### src/rtl/pct_consts.svh
// Purpose: offsets, field positions, reset values and counts of the interval counter
// Assumes: included by bare name
// Notes:   definitions only
`ifndef PCT_CONSTS_SVH
`define PCT_CONSTS_SVH
// Register byte addresses
`define PCT_ADDR_W      12
`define PCT_OFF_LOAD    12'h320
`define PCT_OFF_VALUE   12'h324
`define PCT_OFF_CTRL    12'h328
`define PCT_OFF_ICLR    12'h32c
`define PCT_OFF_CAP     12'h330
// Reset values
`define PCT_CTRL_RESET  32'h01000000
`define PCT_VALUE_RESET 32'hffffffff
`define PCT_CAP_RESET   32'h00000000
// Control field positions
`define PCT_PS_HI       31
`define PCT_PS_LO       24
`define PCT_PS_EN       23
`define PCT_CMP         19
`define PCT_ISRC        18
`define PCT_CAP_EN      17
`define PCT_EVT_HI      16
`define PCT_EVT_LO      12
`define PCT_SRC_HI      11
`define PCT_SRC_LO      9
`define PCT_UP          8
`define PCT_RUN         7
`define PCT_PERIODIC    6
`define PCT_FMT_HI      5
`define PCT_FMT_LO      4
`define PCT_PRE_HI      3
`define PCT_PRE_LO      0
// Event sources and prescaler codes with divide-minus-one limits
`define PCT_NUM_EVENTS  18
`define PCT_PRE_16      4'h4
`define PCT_PRE_256     4'h8
`define PCT_PRE_32K     4'hf
`define PCT_LIM_16      15'h000f
`define PCT_LIM_256     15'h00ff
`define PCT_LIM_32K     15'h7fff
// Time format limits
`define PCT_HUND_MAX    8'h63
`define PCT_MINSEC_MAX  8'h3b
`define PCT_HOUR23_MAX  8'h17
`define PCT_HOUR255_MAX 8'hff
// AXI responses
`define PCT_RESP_OKAY   2'b00
`define PCT_RESP_SLVERR 2'b10
`endif

### src/rtl/pct_pkg.sv
// Purpose: shared types of the interval counter
// Assumes: nothing
// Notes:   control word layout lives in pct_consts.svh
package pct_pkg;
  // Counting source choice
  typedef enum logic [2:0] {SRC_CORE, SRC_LPOSC, SRC_PIN8, SRC_PIN5} pct_src_t;
  // Count format choice
  typedef enum logic [1:0] {FMT_BIN, FMT_RSVD, FMT_T23, FMT_T255} pct_fmt_t;
  // Stored control fields
  typedef struct packed {
    logic       ps_en;
    logic       isrc_ps;
    logic       cap_en;
    logic [4:0] evt;
    pct_src_t   src;
    logic       up;
    logic       run;
    logic       periodic;
    pct_fmt_t   fmt;
    logic [3:0] pre;
  } pct_ctrl_t;
  // One counting step
  typedef struct packed {
    logic [31:0] value;
    logic        wrap;
  } pct_step_t;
endpackage

### src/rtl/pct_tick_gen.sv
// Purpose: source selection and prescaler, one-cycle count enable
// Assumes: lp_osc, pin8, pin5 synchronous levels
// Notes:   prescaler restarts while the counter is stopped
`timescale 1ns/1ps
`default_nettype none
`include "pct_consts.svh"
module pct_tick_gen
  import pct_pkg::*;
#(
  parameter int PRE_W = 15
) (
  // Clock and reset
  input  wire logic aclk,
  input  wire logic aresetn,
  // Settings
  input  wire logic       run,
  input  wire pct_src_t   src,
  input  wire logic [3:0] pre,
  // Source levels
  input  wire logic lp_osc,
  input  wire logic pin8,
  input  wire logic pin5,
  // Count enable
  output logic      tick
);
  if (PRE_W < 15) begin : g_chk
    $error("pct_tick_gen: PRE_W too small for divide by 32768");
  end

  logic [PRE_W-1:0] cnt_reg, cnt_next;
  logic [2:0]       prev_reg;
  logic             tick_reg, tick_next, pulse;

  // Divide-minus-one limit of a prescaler code
  function automatic logic [PRE_W-1:0] pre_limit(input logic [3:0] code);
    case (code)
      `PCT_PRE_16:  pre_limit = PRE_W'(`PCT_LIM_16);
      `PCT_PRE_256: pre_limit = PRE_W'(`PCT_LIM_256);
      `PCT_PRE_32K: pre_limit = PRE_W'(`PCT_LIM_32K);
      default:      pre_limit = '0;
    endcase
  endfunction

  // Source pulse, prescaler count
  always_comb begin
    case (src) // RULE_09
      SRC_CORE:  pulse = 1'b1;
      SRC_LPOSC: pulse = lp_osc & ~prev_reg[2];
      SRC_PIN8:  pulse = pin8 & ~prev_reg[1];
      SRC_PIN5:  pulse = pin5 & ~prev_reg[0];
      default:   pulse = 1'b0;
    endcase
    cnt_next  = cnt_reg;
    tick_next = 1'b0;
    if (!run) begin
      cnt_next = '0;
    end else if (pulse) begin
      if (cnt_reg >= pre_limit(pre)) begin // RULE_14
        cnt_next  = '0;
        tick_next = 1'b1;
      end else begin
        cnt_next = cnt_reg + PRE_W'(1);
      end
    end
  end

  // State registers
  always_ff @(posedge aclk) begin
    if (!aresetn) begin
      cnt_reg  <= '0;
      prev_reg <= 3'h0;
      tick_reg <= 1'b0;
    end else begin
      cnt_reg  <= cnt_next;
      prev_reg <= {lp_osc, pin8, pin5};
      tick_reg <= tick_next;
    end
  end

  assign tick = tick_reg;
endmodule
`default_nettype wire

### src/rtl/pct_time_step.sv
// Purpose: next count value in binary or time format
// Assumes: time layout hours:minutes:seconds:hundredths, a byte each
// Notes:   purely combinational
`timescale 1ns/1ps
`default_nettype none
`include "pct_consts.svh"
module pct_time_step
  import pct_pkg::*;
(
  // Present count and settings
  input  wire logic [31:0] value,
  input  wire logic        up,
  input  wire pct_fmt_t    fmt,
  // Next count and wrap
  output pct_step_t        step
);
  // One field step with carry or borrow
  function automatic logic [8:0] fstep(input logic [7:0] v, input logic [7:0] mx,
                                       input logic dir_up);
    if (dir_up) begin
      fstep = (v >= mx) ? 9'h100 : {1'b0, v + 8'h01};
    end else begin
      fstep = (v == 8'h00) ? {1'b1, mx} : {1'b0, v - 8'h01};
    end
  endfunction

  logic [8:0] h, s, m, hr;
  logic [7:0] hmax;

  // Field chain hundredths to hours
  always_comb begin
    hmax = (fmt == FMT_T23) ? `PCT_HOUR23_MAX : `PCT_HOUR255_MAX; // RULE_13
    h  = fstep(value[7:0], `PCT_HUND_MAX, up); // RULE_18
    s  = h[8] ? fstep(value[15:8], `PCT_MINSEC_MAX, up) : {1'b0, value[15:8]};
    m  = s[8] ? fstep(value[23:16], `PCT_MINSEC_MAX, up) : {1'b0, value[23:16]};
    hr = m[8] ? fstep(value[31:24], hmax, up) : {1'b0, value[31:24]};
    if (fmt == FMT_T23 || fmt == FMT_T255) begin
      step.value = {hr[7:0], m[7:0], s[7:0], h[7:0]};
      step.wrap  = hr[8];
    end else begin
      step.value = up ? value + 32'h1 : value - 32'h1; // RULE_10
      step.wrap  = up ? (value == 32'hffffffff) : (value == 32'h0);
    end
  end
endmodule
`default_nettype wire

### src/rtl/pct_interval_counter.sv
// Purpose: 32-bit interval counter with postscaler and event capture, AXI4-Lite slave
// Assumes: single clock aclk, synchronous active-low reset
// Notes:   answers a read one cycle after ar handshake, a write two after both taken
// Summary of operation
// RULE_01: Top control byte holds postscaler target; written zero means one.
// RULE_02: Reading top control byte returns the running postscaler count.
// RULE_03: Bit 23 set lets the postscaler count timeouts; cleared stops it.
// RULE_04: Software writes zeros to bits 22 to 20.
// RULE_05: Read-only bit 19 sets when overflow count equals postscaler target.
// RULE_06: Bit 18 picks interrupt from postscaler match or each timeout.
// RULE_07: Bit 17 enables event capture; cleared means no capture.
// RULE_08: Bits 16 to 12 choose which event source 0 to 17 captures.
// RULE_09: Bits 11 to 9 choose core clock, oscillator, pin eight or five.
// RULE_10: Bit 8 set counts up, cleared counts down, down after reset.
// RULE_11: Bit 7 starts and stops counting; stopped after reset.
// RULE_12: Bit 6 selects periodic when set, free-running when cleared.
// RULE_13: Bits 5 to 4 select binary, 23-hour or 255-hour time format.
// RULE_14: Bits 3 to 0 divide the source by 1, 16, 256 or 32768.
// RULE_15: First assertion of the chosen event copies the count; counting continues.
// RULE_16: Every overflow reloads the counter from the load register.
// RULE_17: Any write to the interrupt clear address drops the interrupt.
// RULE_18: Time format rolls hundredths at 100, seconds and minutes at 60.
`timescale 1ns/1ps
`default_nettype none
`include "pct_consts.svh"
module pct_interval_counter
  import pct_pkg::*;
#(
  parameter logic [31:0] LOAD_RESET = 32'h00000000,
  parameter int          NUM_EVENTS = `PCT_NUM_EVENTS
) (
  // Clock and reset
  input  wire logic                   aclk,
  input  wire logic                   aresetn,
  // AXI4-Lite write channels
  input  wire logic [`PCT_ADDR_W-1:0] s_axi_awaddr,
  input  wire logic                   s_axi_awvalid,
  output logic                        s_axi_awready,
  input  wire logic [31:0]            s_axi_wdata,
  input  wire logic [3:0]             s_axi_wstrb,
  input  wire logic                   s_axi_wvalid,
  output logic                        s_axi_wready,
  output logic [1:0]                  s_axi_bresp,
  output logic                        s_axi_bvalid,
  input  wire logic                   s_axi_bready,
  // AXI4-Lite read channels
  input  wire logic [`PCT_ADDR_W-1:0] s_axi_araddr,
  input  wire logic                   s_axi_arvalid,
  output logic                        s_axi_arready,
  output logic [31:0]                 s_axi_rdata,
  output logic [1:0]                  s_axi_rresp,
  output logic                        s_axi_rvalid,
  input  wire logic                   s_axi_rready,
  // Counting sources
  input  wire logic                   lp_osc,
  input  wire logic                   pin8,
  input  wire logic                   pin5,
  // Capture events
  input  wire logic [NUM_EVENTS-1:0]  event_src,
  // Timer interrupt
  output logic                        irq
);
  if (NUM_EVENTS < 1 || NUM_EVENTS > 32) begin : g_chk
    $error("pct_interval_counter: NUM_EVENTS must be 1 to 32");
  end

  // Word address match
  function automatic logic is_reg(input logic [`PCT_ADDR_W-1:0] a,
                                  input logic [`PCT_ADDR_W-1:0] off);
    is_reg = (a[`PCT_ADDR_W-1:2] == off[`PCT_ADDR_W-1:2]);
  endfunction

  // Byte-lane merge of a write
  function automatic logic [31:0] merge(input logic [31:0] old, input logic [31:0] nw,
                                        input logic [3:0] strb);
    for (int i = 0; i < 4; i++) begin
      merge[8*i +: 8] = strb[i] ? nw[8*i +: 8] : old[8*i +: 8];
    end
  endfunction

  localparam pct_ctrl_t CTRL_RST = '0; // Fields clear; target of one kept apart

  // Counter state
  pct_ctrl_t   ctrl_reg, ctrl_next;
  logic [31:0] load_reg, load_next;
  logic [31:0] value_reg, value_next;
  logic [31:0] cap_reg, cap_next;
  logic [7:0]  ps_target_reg, ps_target_next;
  logic [7:0]  ps_count_reg, ps_count_next;
  logic        cmp_flag_reg, cmp_flag_next;
  logic        irq_reg, irq_next;
  logic        evt_prev_reg, evt_prev_next;
  // Bus state
  logic                   aw_held_reg, aw_held_next, w_held_reg, w_held_next;
  logic [`PCT_ADDR_W-1:0] awaddr_reg, awaddr_next;
  logic [31:0]            wdata_reg, wdata_next;
  logic [3:0]             wstrb_reg, wstrb_next;
  logic                   bvalid_reg, bvalid_next, rvalid_reg, rvalid_next;
  logic [1:0]             bresp_reg, bresp_next, rresp_reg, rresp_next;
  logic [31:0]            rdata_reg, rdata_next;
  // Decoded events
  logic        tick, do_wr, wr_load, wr_ctrl, wr_iclr, timeout, ps_hit, irq_set;
  logic        evt_sel, evt_rise;
  logic [31:0] ctrl_word, wc;
  pct_step_t   step;

  pct_tick_gen #(
    .PRE_W (15)
  ) u_tick (
    .aclk    (aclk),
    .aresetn (aresetn),
    .run     (ctrl_reg.run),
    .src     (ctrl_reg.src),
    .pre     (ctrl_reg.pre),
    .lp_osc  (lp_osc),
    .pin8    (pin8),
    .pin5    (pin5),
    .tick    (tick)
  );

  pct_time_step u_step (
    .value (value_reg),
    .up    (ctrl_reg.up),
    .fmt   (ctrl_reg.fmt),
    .step  (step)
  );

  // Control word view; reserved bits read zero
  assign ctrl_word = {ps_count_reg, ctrl_reg.ps_en, 3'b000, cmp_flag_reg, // RULE_02
                      ctrl_reg.isrc_ps, ctrl_reg.cap_en, ctrl_reg.evt, ctrl_reg.src,
                      ctrl_reg.up, ctrl_reg.run, ctrl_reg.periodic, ctrl_reg.fmt,
                      ctrl_reg.pre};
  assign wc = merge(ctrl_word, wdata_reg, wstrb_reg);

  // Write decode and counter events
  assign do_wr    = aw_held_reg & w_held_reg & ~bvalid_reg;
  assign wr_load  = do_wr & is_reg(awaddr_reg, `PCT_OFF_LOAD);
  assign wr_ctrl  = do_wr & is_reg(awaddr_reg, `PCT_OFF_CTRL);
  assign wr_iclr  = do_wr & is_reg(awaddr_reg, `PCT_OFF_ICLR);
  assign timeout  = tick & ctrl_reg.run & step.wrap;
  assign ps_hit   = timeout & ctrl_reg.ps_en & (ps_count_reg + 8'h01 == ps_target_reg);
  assign irq_set  = ctrl_reg.isrc_ps ? ps_hit : timeout; // RULE_06
  assign evt_sel  = (32'(ctrl_reg.evt) < NUM_EVENTS) ? event_src[ctrl_reg.evt] : 1'b0;
  assign evt_rise = evt_sel & ~evt_prev_reg;

  // Next values of the counter state
  always_comb begin
    ctrl_next      = ctrl_reg;
    load_next      = load_reg;
    value_next     = value_reg;
    cap_next       = cap_reg;
    ps_target_next = ps_target_reg;
    ps_count_next  = ps_count_reg;
    evt_prev_next  = evt_sel;
    // Control write, reserved and flag bits not stored
    if (wr_ctrl) begin
      ctrl_next.ps_en    = wc[`PCT_PS_EN];
      ctrl_next.isrc_ps  = wc[`PCT_ISRC];
      ctrl_next.cap_en   = wc[`PCT_CAP_EN];
      ctrl_next.evt      = wc[`PCT_EVT_HI:`PCT_EVT_LO];
      ctrl_next.src      = pct_src_t'(wc[`PCT_SRC_HI:`PCT_SRC_LO]);
      ctrl_next.up       = wc[`PCT_UP];
      ctrl_next.run      = wc[`PCT_RUN];
      ctrl_next.periodic = wc[`PCT_PERIODIC];
      ctrl_next.fmt      = pct_fmt_t'(wc[`PCT_FMT_HI:`PCT_FMT_LO]);
      ctrl_next.pre      = wc[`PCT_PRE_HI:`PCT_PRE_LO];
    end
    if (wr_load) begin
      load_next = merge(load_reg, wdata_reg, wstrb_reg);
    end
    // Counting; periodic mode also restarts on a load write
    if (wr_load && ctrl_reg.periodic) begin // RULE_12
      value_next = load_next;
    end else if (timeout) begin
      value_next = load_reg; // RULE_16
    end else if (tick && ctrl_reg.run) begin // RULE_11
      value_next = step.value;
    end
    // Postscaler
    if (wr_ctrl && wstrb_reg[3]) begin
      ps_target_next = (wdata_reg[`PCT_PS_HI:`PCT_PS_LO] == 8'h00) ? 8'h01 // RULE_01
                       : wdata_reg[`PCT_PS_HI:`PCT_PS_LO];
      ps_count_next  = 8'h00;
    end else if (ps_hit) begin
      ps_count_next = 8'h00;
    end else if (timeout && ctrl_reg.ps_en) begin // RULE_03
      ps_count_next = ps_count_reg + 8'h01;
    end
    // Capture on first assertion of the chosen event
    if (ctrl_reg.cap_en && evt_rise) begin // RULE_07 RULE_08
      cap_next = value_reg; // RULE_15
    end
  end

  // Sticky flags, set wins over clear
  always_comb begin
    cmp_flag_next = ps_hit | (cmp_flag_reg & ~wr_iclr); // RULE_05
    irq_next      = irq_set | (irq_reg & ~wr_iclr); // RULE_17
  end

  // Counter registers
  always_ff @(posedge aclk) begin
    if (!aresetn) begin
      ctrl_reg      <= CTRL_RST;
      load_reg      <= LOAD_RESET;
      value_reg     <= `PCT_VALUE_RESET;
      cap_reg       <= `PCT_CAP_RESET;
      ps_target_reg <= 8'h01;
      ps_count_reg  <= 8'h00;
      cmp_flag_reg  <= 1'b0;
      irq_reg       <= 1'b0;
      evt_prev_reg  <= 1'b0;
    end else begin
      ctrl_reg      <= ctrl_next;
      load_reg      <= load_next;
      value_reg     <= value_next;
      cap_reg       <= cap_next;
      ps_target_reg <= ps_target_next;
      ps_count_reg  <= ps_count_next;
      cmp_flag_reg  <= cmp_flag_next;
      irq_reg       <= irq_next;
      evt_prev_reg  <= evt_prev_next;
    end
  end

  // Bus slave next values
  always_comb begin
    aw_held_next = aw_held_reg;
    awaddr_next  = awaddr_reg;
    w_held_next  = w_held_reg;
    wdata_next   = wdata_reg;
    wstrb_next   = wstrb_reg;
    bvalid_next  = bvalid_reg & ~s_axi_bready;
    bresp_next   = bresp_reg;
    rvalid_next  = rvalid_reg & ~s_axi_rready;
    rresp_next   = rresp_reg;
    rdata_next   = rdata_reg;
    if (s_axi_awvalid && !aw_held_reg) begin
      aw_held_next = 1'b1;
      awaddr_next  = s_axi_awaddr;
    end
    if (s_axi_wvalid && !w_held_reg) begin
      w_held_next = 1'b1;
      wdata_next  = s_axi_wdata;
      wstrb_next  = s_axi_wstrb;
    end
    if (do_wr) begin
      aw_held_next = 1'b0;
      w_held_next  = 1'b0;
      bvalid_next  = 1'b1;
      if (is_reg(awaddr_reg, `PCT_OFF_LOAD) || is_reg(awaddr_reg, `PCT_OFF_VALUE) ||
          is_reg(awaddr_reg, `PCT_OFF_CTRL) || is_reg(awaddr_reg, `PCT_OFF_ICLR) ||
          is_reg(awaddr_reg, `PCT_OFF_CAP)) begin
        bresp_next = `PCT_RESP_OKAY;
      end else begin
        bresp_next = `PCT_RESP_SLVERR;
      end
    end
    if (s_axi_arvalid && !rvalid_reg) begin
      rvalid_next = 1'b1;
      rresp_next  = `PCT_RESP_OKAY;
      if (is_reg(s_axi_araddr, `PCT_OFF_LOAD)) begin
        rdata_next = load_reg;
      end else if (is_reg(s_axi_araddr, `PCT_OFF_VALUE)) begin
        rdata_next = value_reg;
      end else if (is_reg(s_axi_araddr, `PCT_OFF_CTRL)) begin
        rdata_next = ctrl_word;
      end else if (is_reg(s_axi_araddr, `PCT_OFF_CAP)) begin
        rdata_next = cap_reg;
      end else if (is_reg(s_axi_araddr, `PCT_OFF_ICLR)) begin
        rdata_next = 32'h00000000;
      end else begin
        rdata_next = 32'h00000000;
        rresp_next = `PCT_RESP_SLVERR;
      end
    end
  end

  // Bus slave registers
  always_ff @(posedge aclk) begin
    if (!aresetn) begin
      aw_held_reg <= 1'b0;
      awaddr_reg  <= '0;
      w_held_reg  <= 1'b0;
      wdata_reg   <= 32'h00000000;
      wstrb_reg   <= 4'h0;
      bvalid_reg  <= 1'b0;
      bresp_reg   <= `PCT_RESP_OKAY;
      rvalid_reg  <= 1'b0;
      rresp_reg   <= `PCT_RESP_OKAY;
      rdata_reg   <= 32'h00000000;
    end else begin
      aw_held_reg <= aw_held_next;
      awaddr_reg  <= awaddr_next;
      w_held_reg  <= w_held_next;
      wdata_reg   <= wdata_next;
      wstrb_reg   <= wstrb_next;
      bvalid_reg  <= bvalid_next;
      bresp_reg   <= bresp_next;
      rvalid_reg  <= rvalid_next;
      rresp_reg   <= rresp_next;
      rdata_reg   <= rdata_next;
    end
  end

  // Port drive
  assign s_axi_awready = ~aw_held_reg;
  assign s_axi_wready  = ~w_held_reg;
  assign s_axi_bvalid  = bvalid_reg;
  assign s_axi_bresp   = bresp_reg;
  assign s_axi_arready = ~rvalid_reg;
  assign s_axi_rvalid  = rvalid_reg;
  assign s_axi_rresp   = rresp_reg;
  assign s_axi_rdata   = rdata_reg;
  assign irq           = irq_reg;
endmodule
`default_nettype wire

### config.mk
export PLATFORM = sky130hd
export DESIGN_NAME = pct_interval_counter
export DESIGN_NICKNAME = d
export VERILOG_FILES = /design/src/rtl/pct_pkg.sv /design/src/rtl/pct_tick_gen.sv /design/src/rtl/pct_time_step.sv /design/src/rtl/pct_interval_counter.sv
export VERILOG_INCLUDE_DIRS = /design/src /design/src/rtl
export SDC_FILE = /design/constraint.sdc
export NUM_CORES = 1
export LEC_CHECK = 0
export ABC_AREA = 1
export BUFFER_PORTS_ARGS = -buffer_cell sky130_fd_sc_hd__buf_2
export CAP_MARGIN = 10
export CELL_PAD_IN_SITES_DETAIL_PLACEMENT = 0
export CELL_PAD_IN_SITES_GLOBAL_PLACEMENT = 2
export CORE_MARGIN = 5
export CORE_UTILIZATION = 35
export DETAILED_ROUTE_END_ITERATION = 16
export PLACE_DENSITY = 0.89
export SLEW_MARGIN = 15
export SYNTH_ARGS = -nofsm -noshare
export SYNTH_HDL_FRONTEND = slang
export SYNTH_SLANG_ARGS = --single-unit
### constraint.sdc
create_clock -name aclk -period 4.2 [get_ports aclk]
set_input_delay 0.63 -clock aclk [delete_from_list [all_inputs] [get_ports aclk]]
set_output_delay 0.63 -clock aclk [all_outputs]
set_load 0.01 [all_outputs]
==> summary.md, run 1 <==
| Metric | Value |
|---|---|
| Dominant cell by count in the synthesized netlist | `sky130_fd_sc_hd__nand2_1` |
| Clock Latency Late Sink | `0.55 ns` |
| Fraction of final layout cells with drive strength greater than 1 | `0.101` |
| Dominant delay contributor by cell family on the critical path | `simple AND/OR/NAND/NOR gates` |
| Worst r2r path cells | `15` |
| Antenna Violating Nets Remaining | `0` |
| Share of the synthesized area in the top cell type | `0.299` |
| Number of I/O pins | `130` |
| Arrival @ worst endpoint | `3.37 ns` |
| Max Clock Skew | `0.0205 ns` |
| # DRC | `0` |
| Y dimension of the die | `223 um` |
| EDFF count, synth | `0` |
| Fill cell count | `4982` |
| Clock power frac | `0.483` |
| Crit path launch type | `flip-flop` |
| Unrepaired setup endpoints after global routing | `false` |
| Floorplan Core Area | `0.0452 sq mm` |
| Detailed-placement wirelength estimate | `41700 um` |
| Critical path's slowest cell | `sky130_fd_sc_hd__a31oi_1` |
| Via count | `16500` |
| Initial standard-cell utilization of the core | `0.352` |
| Final worst setup slack | `1.29 ns` |
| Average instance area after synthesis | `6.23 sq um` |
| Number of global-route vias before repair | `15800` |
| Chip Width | `223 um` |
| Primary flip-flop cell chosen by synthesis mapping | `sky130_fd_sc_hd__dfxtp_1` |
| Internal power contribution | `3.82 mW` |
| Final hold violation count | `0` |
| CP max stage delay | `0.47 ns` |
| Setup repair bufs after CTS | `0` |
| Netlist area before placement | `0.0159 sq mm` |
| Status | `finished clean` |
| Share of the cycle needed by the critical path after routing | `0.693` |
| Hold-fix buffers at CTS | `0` |
| Switching fraction of total power | `0.233` |
| Start point of the worst min-delay path | `pin5` |
| Slew Viols, Final | `0` |
| Total placed instance area | `0.0169 sq mm` |
| Type of the worst setup path | `reg2reg` |
| Psw | `1.16 mW` |
| Antenna violations before repair | `0` |
| Leakage power summed over all cells | `8.06 nW` |
| Share of the core filled with cells in the final layout | `0.394` |
| Pre-CTS setup slack | `1.27 ns` |
| Capture endpoint of the worst hold path | `u_tick.prev_reg[0]` |
| Clock-pin slew of the registers on the worst-case setup and hold paths | `0.06 ns` |
| Summed area of non-filler cells in the final layout | `0.0178 sq mm` |
| Worst slew pin tran | `0.884 ns` |
| Most frequent CP cell | `sky130_fd_sc_hd__nand2_1` |
| Ant. Diodes | `0` |
| Area taken by multi-input logic gates | `0.00921 sq mm` |
| CTS tree | `done` |
| Final setup violation count | `0` |
| Standard-cell rows | `78` |
| CTS root buf | `sky130_fd_sc_hd__clkbuf_16` |
| Number of cells produced by synthesis | `2557` |
| Initial detailed-routing violation count | `1083` |
| Total Negative Setup Slacks | `0 ns` |
| Destination of the worst register-to-register timing path | `u_tick.cnt_reg[8]` |
| Tot GR Track Use | `0.216` |
| GP Congestion | `0.887` |
| Number of gates resized after CTS | `0` |
| Port Buf Inserts | `123` |
| PwrDens | `280 mW/mm^2` |
| Origin of the critical flop-to-flop path | `ctrl_reg[3]` |
| Number of flip-flops and latches in the synthesized netlist | `238` |
| Cell-by-cell listing of the critical path | `inv_1 -> nor4_1 -> inv_1 -> nand2_1 -> a31oi_1 -> ha_1 -> a21oi_1 -> o21ai_0 -> nand2_1 -> o211ai_1 -> nand3_1 -> nand3_1 -> nand2_1 -> nand2_1 -> nor3b_1` |
| Number of buffers inserted during clock tree synthesis | `27` |
| Commonest cells post-synth | `649 x sky130_fd_sc_hd__nand2_1, 352 x sky130_fd_sc_hd__inv_1, 297 x sky130_fd_sc_hd__nor2_1` |
| First-pass GRT wire length | `88300 um` |
| Slew Limit Headroom | `0.409` |
| Area leader, netlist | `sky130_fd_sc_hd__dfxtp_1` |
| Synth warn | `0` |
| Overflow left after global routing | `0` |
| Minimum clock period after layout | `2.91 ns` |
| Post-synthesis cell type count | `57` |
| First-pass iteration count of the detailed router | `5` |
| R2r setup slk | `1.29 ns` |
| Number of levels the H-tree was split into | `1` |
| Most area-consuming cells after synthesis | `sky130_fd_sc_hd__dfxtp_1 30%, sky130_fd_sc_hd__nand2_1 15%, sky130_fd_sc_hd__inv_1 8.3%, sky130_fd_sc_hd__nor2_1 7.0%, sky130_fd_sc_hd__a21oi_1 5.6%` |
| Maximum capacitance violations | `0` |
| Die area | `0.0499 sq mm` |
| Sequential cell area fraction in the yosys report | `0.299` |
| Part of the total power dissipated in combinational logic | `0.047` |
| Async set-or-reset flop fraction in the synthesized netlist | `0` |
| Via-per-instance ratio | `5.09` |
| Clock sink count | `238` |
| Post-layout nets | `2766` |
| Detail-routed net length per standard cell | `17.1 um` |
| Detailed Route WL | `55400 um` |
| Sequential cell area | `0.00476 sq mm` |
| Total power | `4.98 mW` |
| Count of buffering cells on the critical path with inverters included | `2` |
| Largest fanout of any net on the critical path | `10` |
| Largest net degree at the start of global routing | `90` |
| CP endpoint kind | `flip-flop` |
| Count of cells along the worst hold path | `3` |
| Area delta synth->final | `11.8%` |
| Worst hold-check path type | `in2reg` |
| Timing-limited maximum frequency | `344 MHz` |
| Critical Path RT | `4.66 ns` |
| Max Root-Sink Buffers | `3` |
| Relative contribution of sequential cells to total power | `0.470` |
| IR Drop Worst-Case VDD | `0.000295 V` |
## tightest hold or removal path, delay by kind of cell
kind | cells | cell delay, ns
buffers and inverters | 2 | 0.12
and+or+nand+nor | 1 | 0.04
## how the worst max path moves through the flow
| stage | startpoint | to | slack (ns) | depth (start not counted) |
|---|---|---|---|---|
| 3_5_place_dp | ctrl_reg[3] | u_tick.cnt_reg[8] | 1.27 | 15 |
| 5_1_grt | ctrl_reg[3] | u_tick.cnt_reg[8] | 0.87 | 15 |
| 6_report | ctrl_reg[3] | u_tick.cnt_reg[8] | 1.29 | 15 |
| 4_1_cts | value_reg[0] | value_reg[9] | 1.25 | 11 |
| 2_1_floorplan | ctrl_reg[8] | value_reg[31] | 1.42 | 16 |
| 3_3_place_gp | value_reg[0] | value_reg[9] | 1.29 | 11 |
## placed cells by master, fill, tap and decap left out, drive strengths merged, types with 3 or more instances in the layout
cell type and count:
inv 369, and2 3, a211oi 23, mux2i 3, a21oi 179, o211ai 12, clkbuf 37, dfxtp 238
xor2 32, clkinv 11, nor3 39, nand3 165, nand2 670, nand3b 8, nand4 64, ha 56
bufinv 3, o21ai 181, a31oi 11, buf 141, or2 3, xnor2 10, o21bai 4, nor4 5
o22ai 35, nor2 317, o221ai 5
## per-layer routing
| metal | global-route usage | vias up | routed length, um |
|---|---|---|---|
| met5 | 0 | - | 0 |
| met4 | 0.0393 | 0 | 894 |
| met3 | 0.0301 | 58 | 3300 |
| met2 | 0.334 | 425 | 23700 |
| met1 | 0.322 | 7628 | 27400 |
| li1 | - | 8367 | - |
## per-stage QoR
stage	hold slack, ns	instances
after floorplan	0.442	2558
after detailed placement	0.456	3192
after global routing	0.278	3239
after CTS	0.261	3239
final	0.282	3239
after global placement	0.451	3192
## power by group through the flow
stage	Combinational (mW)	Clock, mW	Sequential [mW]
floorplan	0.139	0	2.37
detailed placement	0.232	0	2.39
CTS	0.234	2.46	2.34
global route	0.262	2.55	2.34
global placement	0.229	0	2.39
finish	0.233	2.41	2.34
## layout make-up
type	count	share of cell area
clock buffer	37	0.0429
multi-input combinational	1839	0.517
timing repair buffer	141	0.0437
sequential	238	0.268
tap	600	0.0422
inverter	374	0.0790
clock inverter	10	0.00717
## kinds of logic (layout without fill, tap and decap cells)
group / after synthesis / in the layout / share of synthesized area
simple gates: 1276 / 1276 / 0.348
buf+inv: 481 / 562 / 0.123
compound gates: 459 / 459 / 0.159
flops: 238 / 238 / 0.299
fa+ha+maj: 57 / 57 / 0.0453
xor+xnor: 42 / 42 / 0.0231
mux: 3 / 3 / 0.00189
other cells: 1 / 2 / 0.000236
No activity file was read; power rests on OpenSTA's default activity.
==> run 2: changes to the inputs <==
Settings changed: ABC_AREA 1 to 0, PLACE_DENSITY 0.89 to 0.82.
Clock period 4.2 ns to 2.98 ns, I/O delays scaled along.
==> summary.md, run 2 <==
| Metric | Value |
|---|---|
| CP max stage delay | `0.43 ns (-0.04 ns)` |
| Crit path launch type | `flip-flop` |
| Minimum clock period after layout | `2.99 ns (+0.0853 ns)` |
| Initial detailed-routing violation count | `1023 (-5.5%)` |
| Worst slew pin tran | `0.886 ns (+0.00189 ns)` |
| Dominant delay contributor by cell family on the critical path | `compound AO/OA/AOI/OAI gates` |
| PwrDens | `385 mW/mm^2 (+38%)` |
| Clock Latency Late Sink | `0.54 ns (about the same)` |
| Sequential cell area fraction in the yosys report | `0.318 (+0.0185)` |
| Hold-fix buffers at CTS | `0 (unchanged)` |
| Count of buffering cells on the critical path with inverters included | `3 (+1)` |
| Part of the total power dissipated in combinational logic | `0.047 (about the same)` |
| Synth warn | `0 (unchanged)` |
| Share of the cycle needed by the critical path after routing | `1.00 (+0.312)` |
| Met3 wire length | `3200 um (-3.0%)` |
| Detailed Route WL | `52100 um (-5.8%)` |
| Worst hold-check path type | `in2reg` |
| Die area | `0.0471 sq mm (-5.6%)` |
| Tot GR Track Use | `0.213 (-0.00263)` |
| Chip Width | `217 um (-2.8%)` |
| CTS root buf | `sky130_fd_sc_hd__clkbuf_16` |
| Netlist area before placement | `0.0150 sq mm (-5.8%)` |
| Area leader, netlist | `sky130_fd_sc_hd__dfxtp_1` |
| Origin of the critical flop-to-flop path | `ctrl_reg[8]` |
| CTS tree | `done` |
| Violated checks | `negative setup slack` |
| Clock sink count | `238 (unchanged)` |
| Max Clock Skew | `0.0163 ns (-0.00415 ns)` |
| Initial standard-cell utilization of the core | `0.356 (+0.00354)` |
| Commonest cells post-synth | `238 x sky130_fd_sc_hd__dfxtp_1, 238 x sky130_fd_sc_hd__nand2_1, 139 x sky130_fd_sc_hd__nor2b_1` |
| Maximum capacitance violations | `0 (unchanged)` |
| Clock-pin slew of the registers on the worst-case setup and hold paths | `0.07 ns (about the same)` |
| Critical path origin | `ctrl_reg[8]` |
| Largest fanout of any net on the critical path | `15 (+5)` |
| Met1 layer wirelength in the final routing | `24900 um (-9.2%)` |
| Leading cell types in the layout, fill and taps excluded | `237 x sky130_fd_sc_hd__dfxtp_1, 236 x sky130_fd_sc_hd__nand2_1, 196 x sky130_fd_sc_hd__buf_4` |
| Average instance area after synthesis | `7.96 sq um (+28%)` |
| Floorplan Core Area | `0.0421 sq mm (-6.8%)` |
| Switching fraction of total power | `0.227 (-0.00539)` |
| Unrepaired setup endpoints after global routing | `true` |
| Antenna violations before repair | `0 (unchanged)` |
| Post-synthesis cell type count | `89 (+56%)` |
| Post-layout nets | `2260 (-18%)` |
| Max Root-Sink Buffers | `3 (unchanged)` |
| Detail-routed net length per standard cell | `19.5 um (+14%)` |
| Type of the worst setup path | `reg2reg` |
| Top Metal Used | `met4` |
| Y dimension of the die | `217 um (-2.8%)` |
| First-pass iteration count of the detailed router | `6 (+1)` |
| Total power | `7.22 mW (+45%)` |
| Most area-consuming cells after synthesis | `sky130_fd_sc_hd__dfxtp_1 32%, sky130_fd_sc_hd__nand2_1 6.0%, sky130_fd_sc_hd__mux2i_1 5.9%, sky130_fd_sc_hd__nor2b_1 5.8%, sky130_fd_sc_hd__ha_1 4.7%` |
| Number of global-route vias before repair | `14700 (-6.9%)` |
| Arrival @ worst endpoint | `3.41 ns (+0.04 ns)` |
| Slew Limit Headroom | `0.407 (-0.00195)` |
| Number of flip-flops and latches in the synthesized netlist | `238 (unchanged)` |
| Leakage power summed over all cells | `7.36 nW (-8.8%)` |
| Number of I/O pins | `130 (unchanged)` |
| Total Negative Setup Slacks | `-0.0139 ns (-0.0139 ns)` |
| CP endpoint kind | `flip-flop` |
| Critical path's slowest cell | `sky130_fd_sc_hd__a2111oi_4` |
| Routed wire length on met2 | `22800 um (-3.8%)` |
| Fraction of final layout cells with drive strength greater than 1 | `0.217 (+0.115)` |
| Timing-limited maximum frequency | `334 MHz (-2.8%)` |
| Most common cell after layout, fill and taps aside | `sky130_fd_sc_hd__dfxtp_1` |
| Final hold violation count | `0 (unchanged)` |
| IR Drop Worst-Case VDD | `0.000356 V (+21%)` |
| Overflow left after global routing | `0 (unchanged)` |
| Primary flip-flop cell chosen by synthesis mapping | `sky130_fd_sc_hd__dfxtp_1` |
| Share of the synthesized area in the top cell type | `0.318 (+0.0185)` |
| Internal power contribution | `5.58 mW (+46%)` |
| Critical Path RT | `3.40 ns (-1.26 ns)` |
| Start point of the worst min-delay path | `pin5` |
| Antenna Violating Nets Remaining | `0 (unchanged)` |
| Cell-by-cell listing of the critical path | `clkinvlp_4 -> buf_12 -> ha_4 -> a21oi_4 -> o21bai_2 -> a2111oi_4 -> nor4_2 -> a2111oi_2 -> buf_4 -> o221ai_1 -> a211oi_2 -> o21ai_1` |
| Slew Viols, Final | `0 (unchanged)` |
| Psw | `1.64 mW (+42%)` |
| Relative contribution of sequential cells to total power | `0.455 (-0.015)` |
| Port Buf Inserts | `123 (unchanged)` |
| Async set-or-reset flop fraction in the synthesized netlist | `0 (unchanged)` |
| Final setup violation count | `1 (+1)` |
| Area delta synth->final | `25.0%` |
| Number of cells produced by synthesis | `1883 (-26%)` |
| First-pass GRT wire length | `81900 um (-7.3%)` |
| Final worst setup slack | `-0.0139 ns (-1.31 ns)` |
| Detailed-placement wirelength estimate | `39100 um (-6.3%)` |
| Via-per-instance ratio | `5.53 (+8.6%)` |
| EDFF count, synth | `0 (unchanged)` |
| Ant. Diodes | `0 (unchanged)` |
| Status | `complete, but fails checks` |
| Number of buffers inserted during clock tree synthesis | `27 (unchanged)` |
| Clock power frac | `0.498 (+0.015)` |
| Pre-CTS setup slack | `-0.283 ns (-1.55 ns)` |
| # DRC | `0 (unchanged)` |
| Number of levels the H-tree was split into | `1 (unchanged)` |
| Standard-cell rows | `75 (-3.8%)` |
| Via count | `14800 (-10%)` |
| GP Congestion | `0.932 (+5.0%)` |
| Largest net degree at the start of global routing | `71 (-21%)` |
[run 2: cells by family after synthesis]
group           count (synthesis)  share of synthesized area
simple gates                  746                      0.252
compound gates                512                      0.228
flops                         238                      0.318
buf+inv                       170                     0.0466
mux                            98                     0.0715
xor+xnor                       61                     0.0356
fa+ha+maj                      57                     0.0481
other cells                     1                   0.000250
[run 2: what timing repair did]
item	in CTS	in global routing
buffers inserted	0	7
resized for setup	6	59
setup endpoints to repair	17	43
pin swaps	2	15
cloned	0	1
[run 2: worst paths after layout]
path                        end  slack (ns)  cells past startpoint
max               value_reg[29]       -0.01                     12
min          u_tick.prev_reg[0]        0.12                      2
min reg2reg       awaddr_reg[6]        0.46                      2
max reg2reg       value_reg[29]       -0.01                     12
[run 2: per-stage QoR]
stage                     cells  area (sq um)   util  hold WS, ns
final                      2672         18700  0.445        0.125
after global routing       2672         18700  0.445        0.122
after CTS                  2664         18300  0.435        0.105
after detailed placement   2617         17400  0.412        0.456
after global placement     2617         17400  0.412        0.449
after floorplan            1884         15000      -        0.438
[run 2: area by class of cell]
| type | count | area [sq um] |
|---|---|---|
| clock inverter | 17 | 251 |
| fill | 4168 | 23400 |
| multi-input combinational | 1476 | 9900 |
| sequential | 238 | 4770 |
| inverter | 43 | 165 |
| timing repair buffer | 329 | 2290 |
| tap | 539 | 674 |
| clock buffer | 30 | 697 |
[run 2: per-layer routing]
metal  vias up  track usage
li1       7260            -
met1      7017        0.308
met2       432        0.334
met3        59       0.0311
met4         0       0.0569
met5         -            0
[run 2: power groups by stage]
stage	combinational (mW)	clock, mW	sequential (mW)
after global routing	0.378	3.82	3.29
after floorplan	0.206	0	3.33
after global placement	0.341	0	3.35
final	0.341	3.60	3.28
after CTS	0.346	3.69	3.28
after detailed placement	0.344	0	3.35
==> run 3: changes to the inputs <==
Settings changed: CELL_PAD_IN_SITES_DETAIL_PLACEMENT 0 to not set, CELL_PAD_IN_SITES_GLOBAL_PLACEMENT 2 to not set, PLACE_DENSITY 0.82 to 0.56.
==> summary.md, run 3 (synthesized netlist as in run 2, its figures left out) <==
| Metric | Value |
|---|---|
| Status | `finished clean` |
| Clock Latency Late Sink | `0.53 ns (about the same)` |
| Leakage power summed over all cells | `7.12 nW (-3.2%)` |
| Detail-routed net length per standard cell | `18.8 um (-3.8%)` |
| Overflow left after global routing | `0 (unchanged)` |
| Maximum capacitance violations | `0 (unchanged)` |
| Initial detailed-routing violation count | `1076 (+5.2%)` |
| Critical Path RT | `3.44 ns (+0.04 ns)` |
| Post-layout nets | `2242 (-0.80%)` |
| Fill cell count | `4233 (+1.6%)` |
| Clock sink count | `238 (unchanged)` |
| Worst slew pin tran | `0.662 ns (-0.224 ns)` |
| Top Metal Used | `met4` |
| Largest fanout of any net on the critical path | `4 (-11)` |
| Most common cell after layout, fill and taps aside | `sky130_fd_sc_hd__dfxtp_1` |
| Final hold violation count | `0 (unchanged)` |
| First-pass iteration count of the detailed router | `5 (-1)` |
| Clock-pin slew of the registers on the worst-case setup and hold paths | `0.06 ns (about the same)` |
| Standard-cell rows | `75 (unchanged)` |
| Type of the worst setup path | `reg2reg` |
| Largest net degree at the start of global routing | `84 (+18%)` |
| CTS root buf | `sky130_fd_sc_hd__clkbuf_16` |
| Detailed-placement wirelength estimate | `37700 um (-3.4%)` |
| Total power | `6.61 mW (-8.4%)` |
| Routed wire length on met2 | `22100 um (-3.1%)` |
| Slew Limit Headroom | `0.559 (+0.152)` |
| CP endpoint kind | `flip-flop` |
| Pre-CTS setup slack | `-0.123 ns (+0.160 ns)` |
| Ant. Diodes | `0 (unchanged)` |
| First-pass GRT wire length | `79200 um (-3.3%)` |
| Tot GR Track Use | `0.203 (-0.00979)` |
| Final worst setup slack | `0.127 ns (+0.141 ns)` |
| Minimum clock period after layout | `2.85 ns (-0.141 ns)` |
| Die area | `0.0471 sq mm (unchanged)` |
| Timing-limited maximum frequency | `350 MHz (+4.9%)` |
| PwrDens | `362 mW/mm^2 (-6.0%)` |
| Port Buf Inserts | `123 (unchanged)` |
| GP Congestion | `0.968 (+3.8%)` |
| Met1 layer wirelength in the final routing | `23800 um (-4.5%)` |
| Hold-fix buffers at CTS | `0 (unchanged)` |
| Share of the cycle needed by the critical path after routing | `0.957 (-0.0473)` |
| Share of the core filled with cells in the final layout | `0.434 (-0.0112)` |
| Area taken by multi-input logic gates | `0.00977 sq mm (-1.4%)` |
| Number of levels the H-tree was split into | `1 (unchanged)` |
| Chip Width | `217 um (unchanged)` |
| Antenna Violating Nets Remaining | `0 (unchanged)` |
| Area delta synth->final | `21.9%` |
| Met3 wire length | `3010 um (-5.9%)` |
| IR Drop Worst-Case VDD | `0.000420 V (+18%)` |
| Via-per-instance ratio | `5.55 (+0.45%)` |
| Arrival @ worst endpoint | `3.31 ns (-0.10 ns)` |
| Number of buffers inserted during clock tree synthesis | `25 (-7.4%)` |
| Number of I/O pins | `130 (unchanged)` |
| Number of global-route vias before repair | `14300 (-2.7%)` |
| Fraction of final layout cells with drive strength greater than 1 | `0.199 (-0.0177)` |
| Y dimension of the die | `217 um (unchanged)` |
| Detailed Route WL | `49700 um (-4.6%)` |
| CTS tree | `done` |
| Max Root-Sink Buffers | `3 (unchanged)` |
| Antenna violations before repair | `0 (unchanged)` |
| Sequential cell area | `0.00477 sq mm (about the same)` |
| Initial standard-cell utilization of the core | `0.356 (unchanged)` |
| Via count | `14700 (-0.34%)` |
| Leading cell types in the layout, fill and taps excluded | `236 x sky130_fd_sc_hd__dfxtp_1, 235 x sky130_fd_sc_hd__nand2_1, 182 x sky130_fd_sc_hd__buf_4` |
| Final setup violation count | `0 (-1)` |
| Worst hold-check path type | `in2reg` |
| # DRC | `0 (unchanged)` |
| Crit path launch type | `flip-flop` |
| Max Clock Skew | `0.00846 ns (-0.00787 ns)` |
| Floorplan Core Area | `0.0421 sq mm (unchanged)` |
| Slew Viols, Final | `0 (unchanged)` |
-- run 3: report_power, final --
part / internal [mW] / switching, mW
registers: 3.23 / 0.0520
logic: 0.149 / 0.190
clock network: 1.72 / 1.27
total: 5.10 / 1.51
-- run 3: cell type report --
| cell class | instances | share of cell area |
|---|---|---|
| tap | 539 | 0.0369 |
| multi-input combinational | 1476 | 0.534 |
| clock buffer | 36 | 0.0387 |
| inverter | 43 | 0.00883 |
| clock inverter | 6 | 0.00322 |
| sequential | 238 | 0.261 |
| timing repair buffer | 313 | 0.117 |
-- run 3: final timing paths --
check                      from            endpoint  slack [ns]  cells after the start
hold reg to reg   awaddr_reg[5]       awaddr_reg[5]        0.46                      2
setup reg to reg   value_reg[6]       value_reg[31]        0.13                     10
setup / recovery   value_reg[6]       value_reg[31]        0.13                     10
hold / removal             pin5  u_tick.prev_reg[0]        0.14                      2
-- run 3: repair_timing --
action / 4_1_cts / 5_1_grt
endpoints found under the setup margin: 17 / 50
resized for setup: 5 / 38
pin swaps: 2 / 11
cloned: 0 / 0
setup buffers: 0 / 2
-- run 3: worst max-delay path: stages (launching register included) --
cell                        delay [ns]
sky130_fd_sc_hd__dfxtp_1          0.38
sky130_fd_sc_hd__buf_4            0.18
sky130_fd_sc_hd__nor3_1           0.42
sky130_fd_sc_hd__nand3_2          0.21
sky130_fd_sc_hd__a2111oi_4        0.44
sky130_fd_sc_hd__buf_4            0.18
sky130_fd_sc_hd__nand3_1          0.09
sky130_fd_sc_hd__o21bai_1         0.25
sky130_fd_sc_hd__a221oi_2         0.25
sky130_fd_sc_hd__o221ai_1         0.21
sky130_fd_sc_hd__nand4b_1         0.15
-- run 3: per-layer routing --
layer / track usage / vias up
met5: 0 / -
met2: 0.322 / 441
met4: 0.0415 / 0
met1: 0.299 / 6986
met3: 0.0249 / 54
li1: - / 7237
-- run 3: through the flow --
step                area (sq um)  hold WS [ns]  instances  TNS [ns]
floorplan                  15000         0.438       1884   -0.0446
global placement           17300         0.452       2607    -0.654
CTS                        18100         0.122       2649         0
detailed placement         17300         0.454       2607     -1.64
finish                     18300         0.143       2651         0
global route               18300         0.123       2651  -0.00589
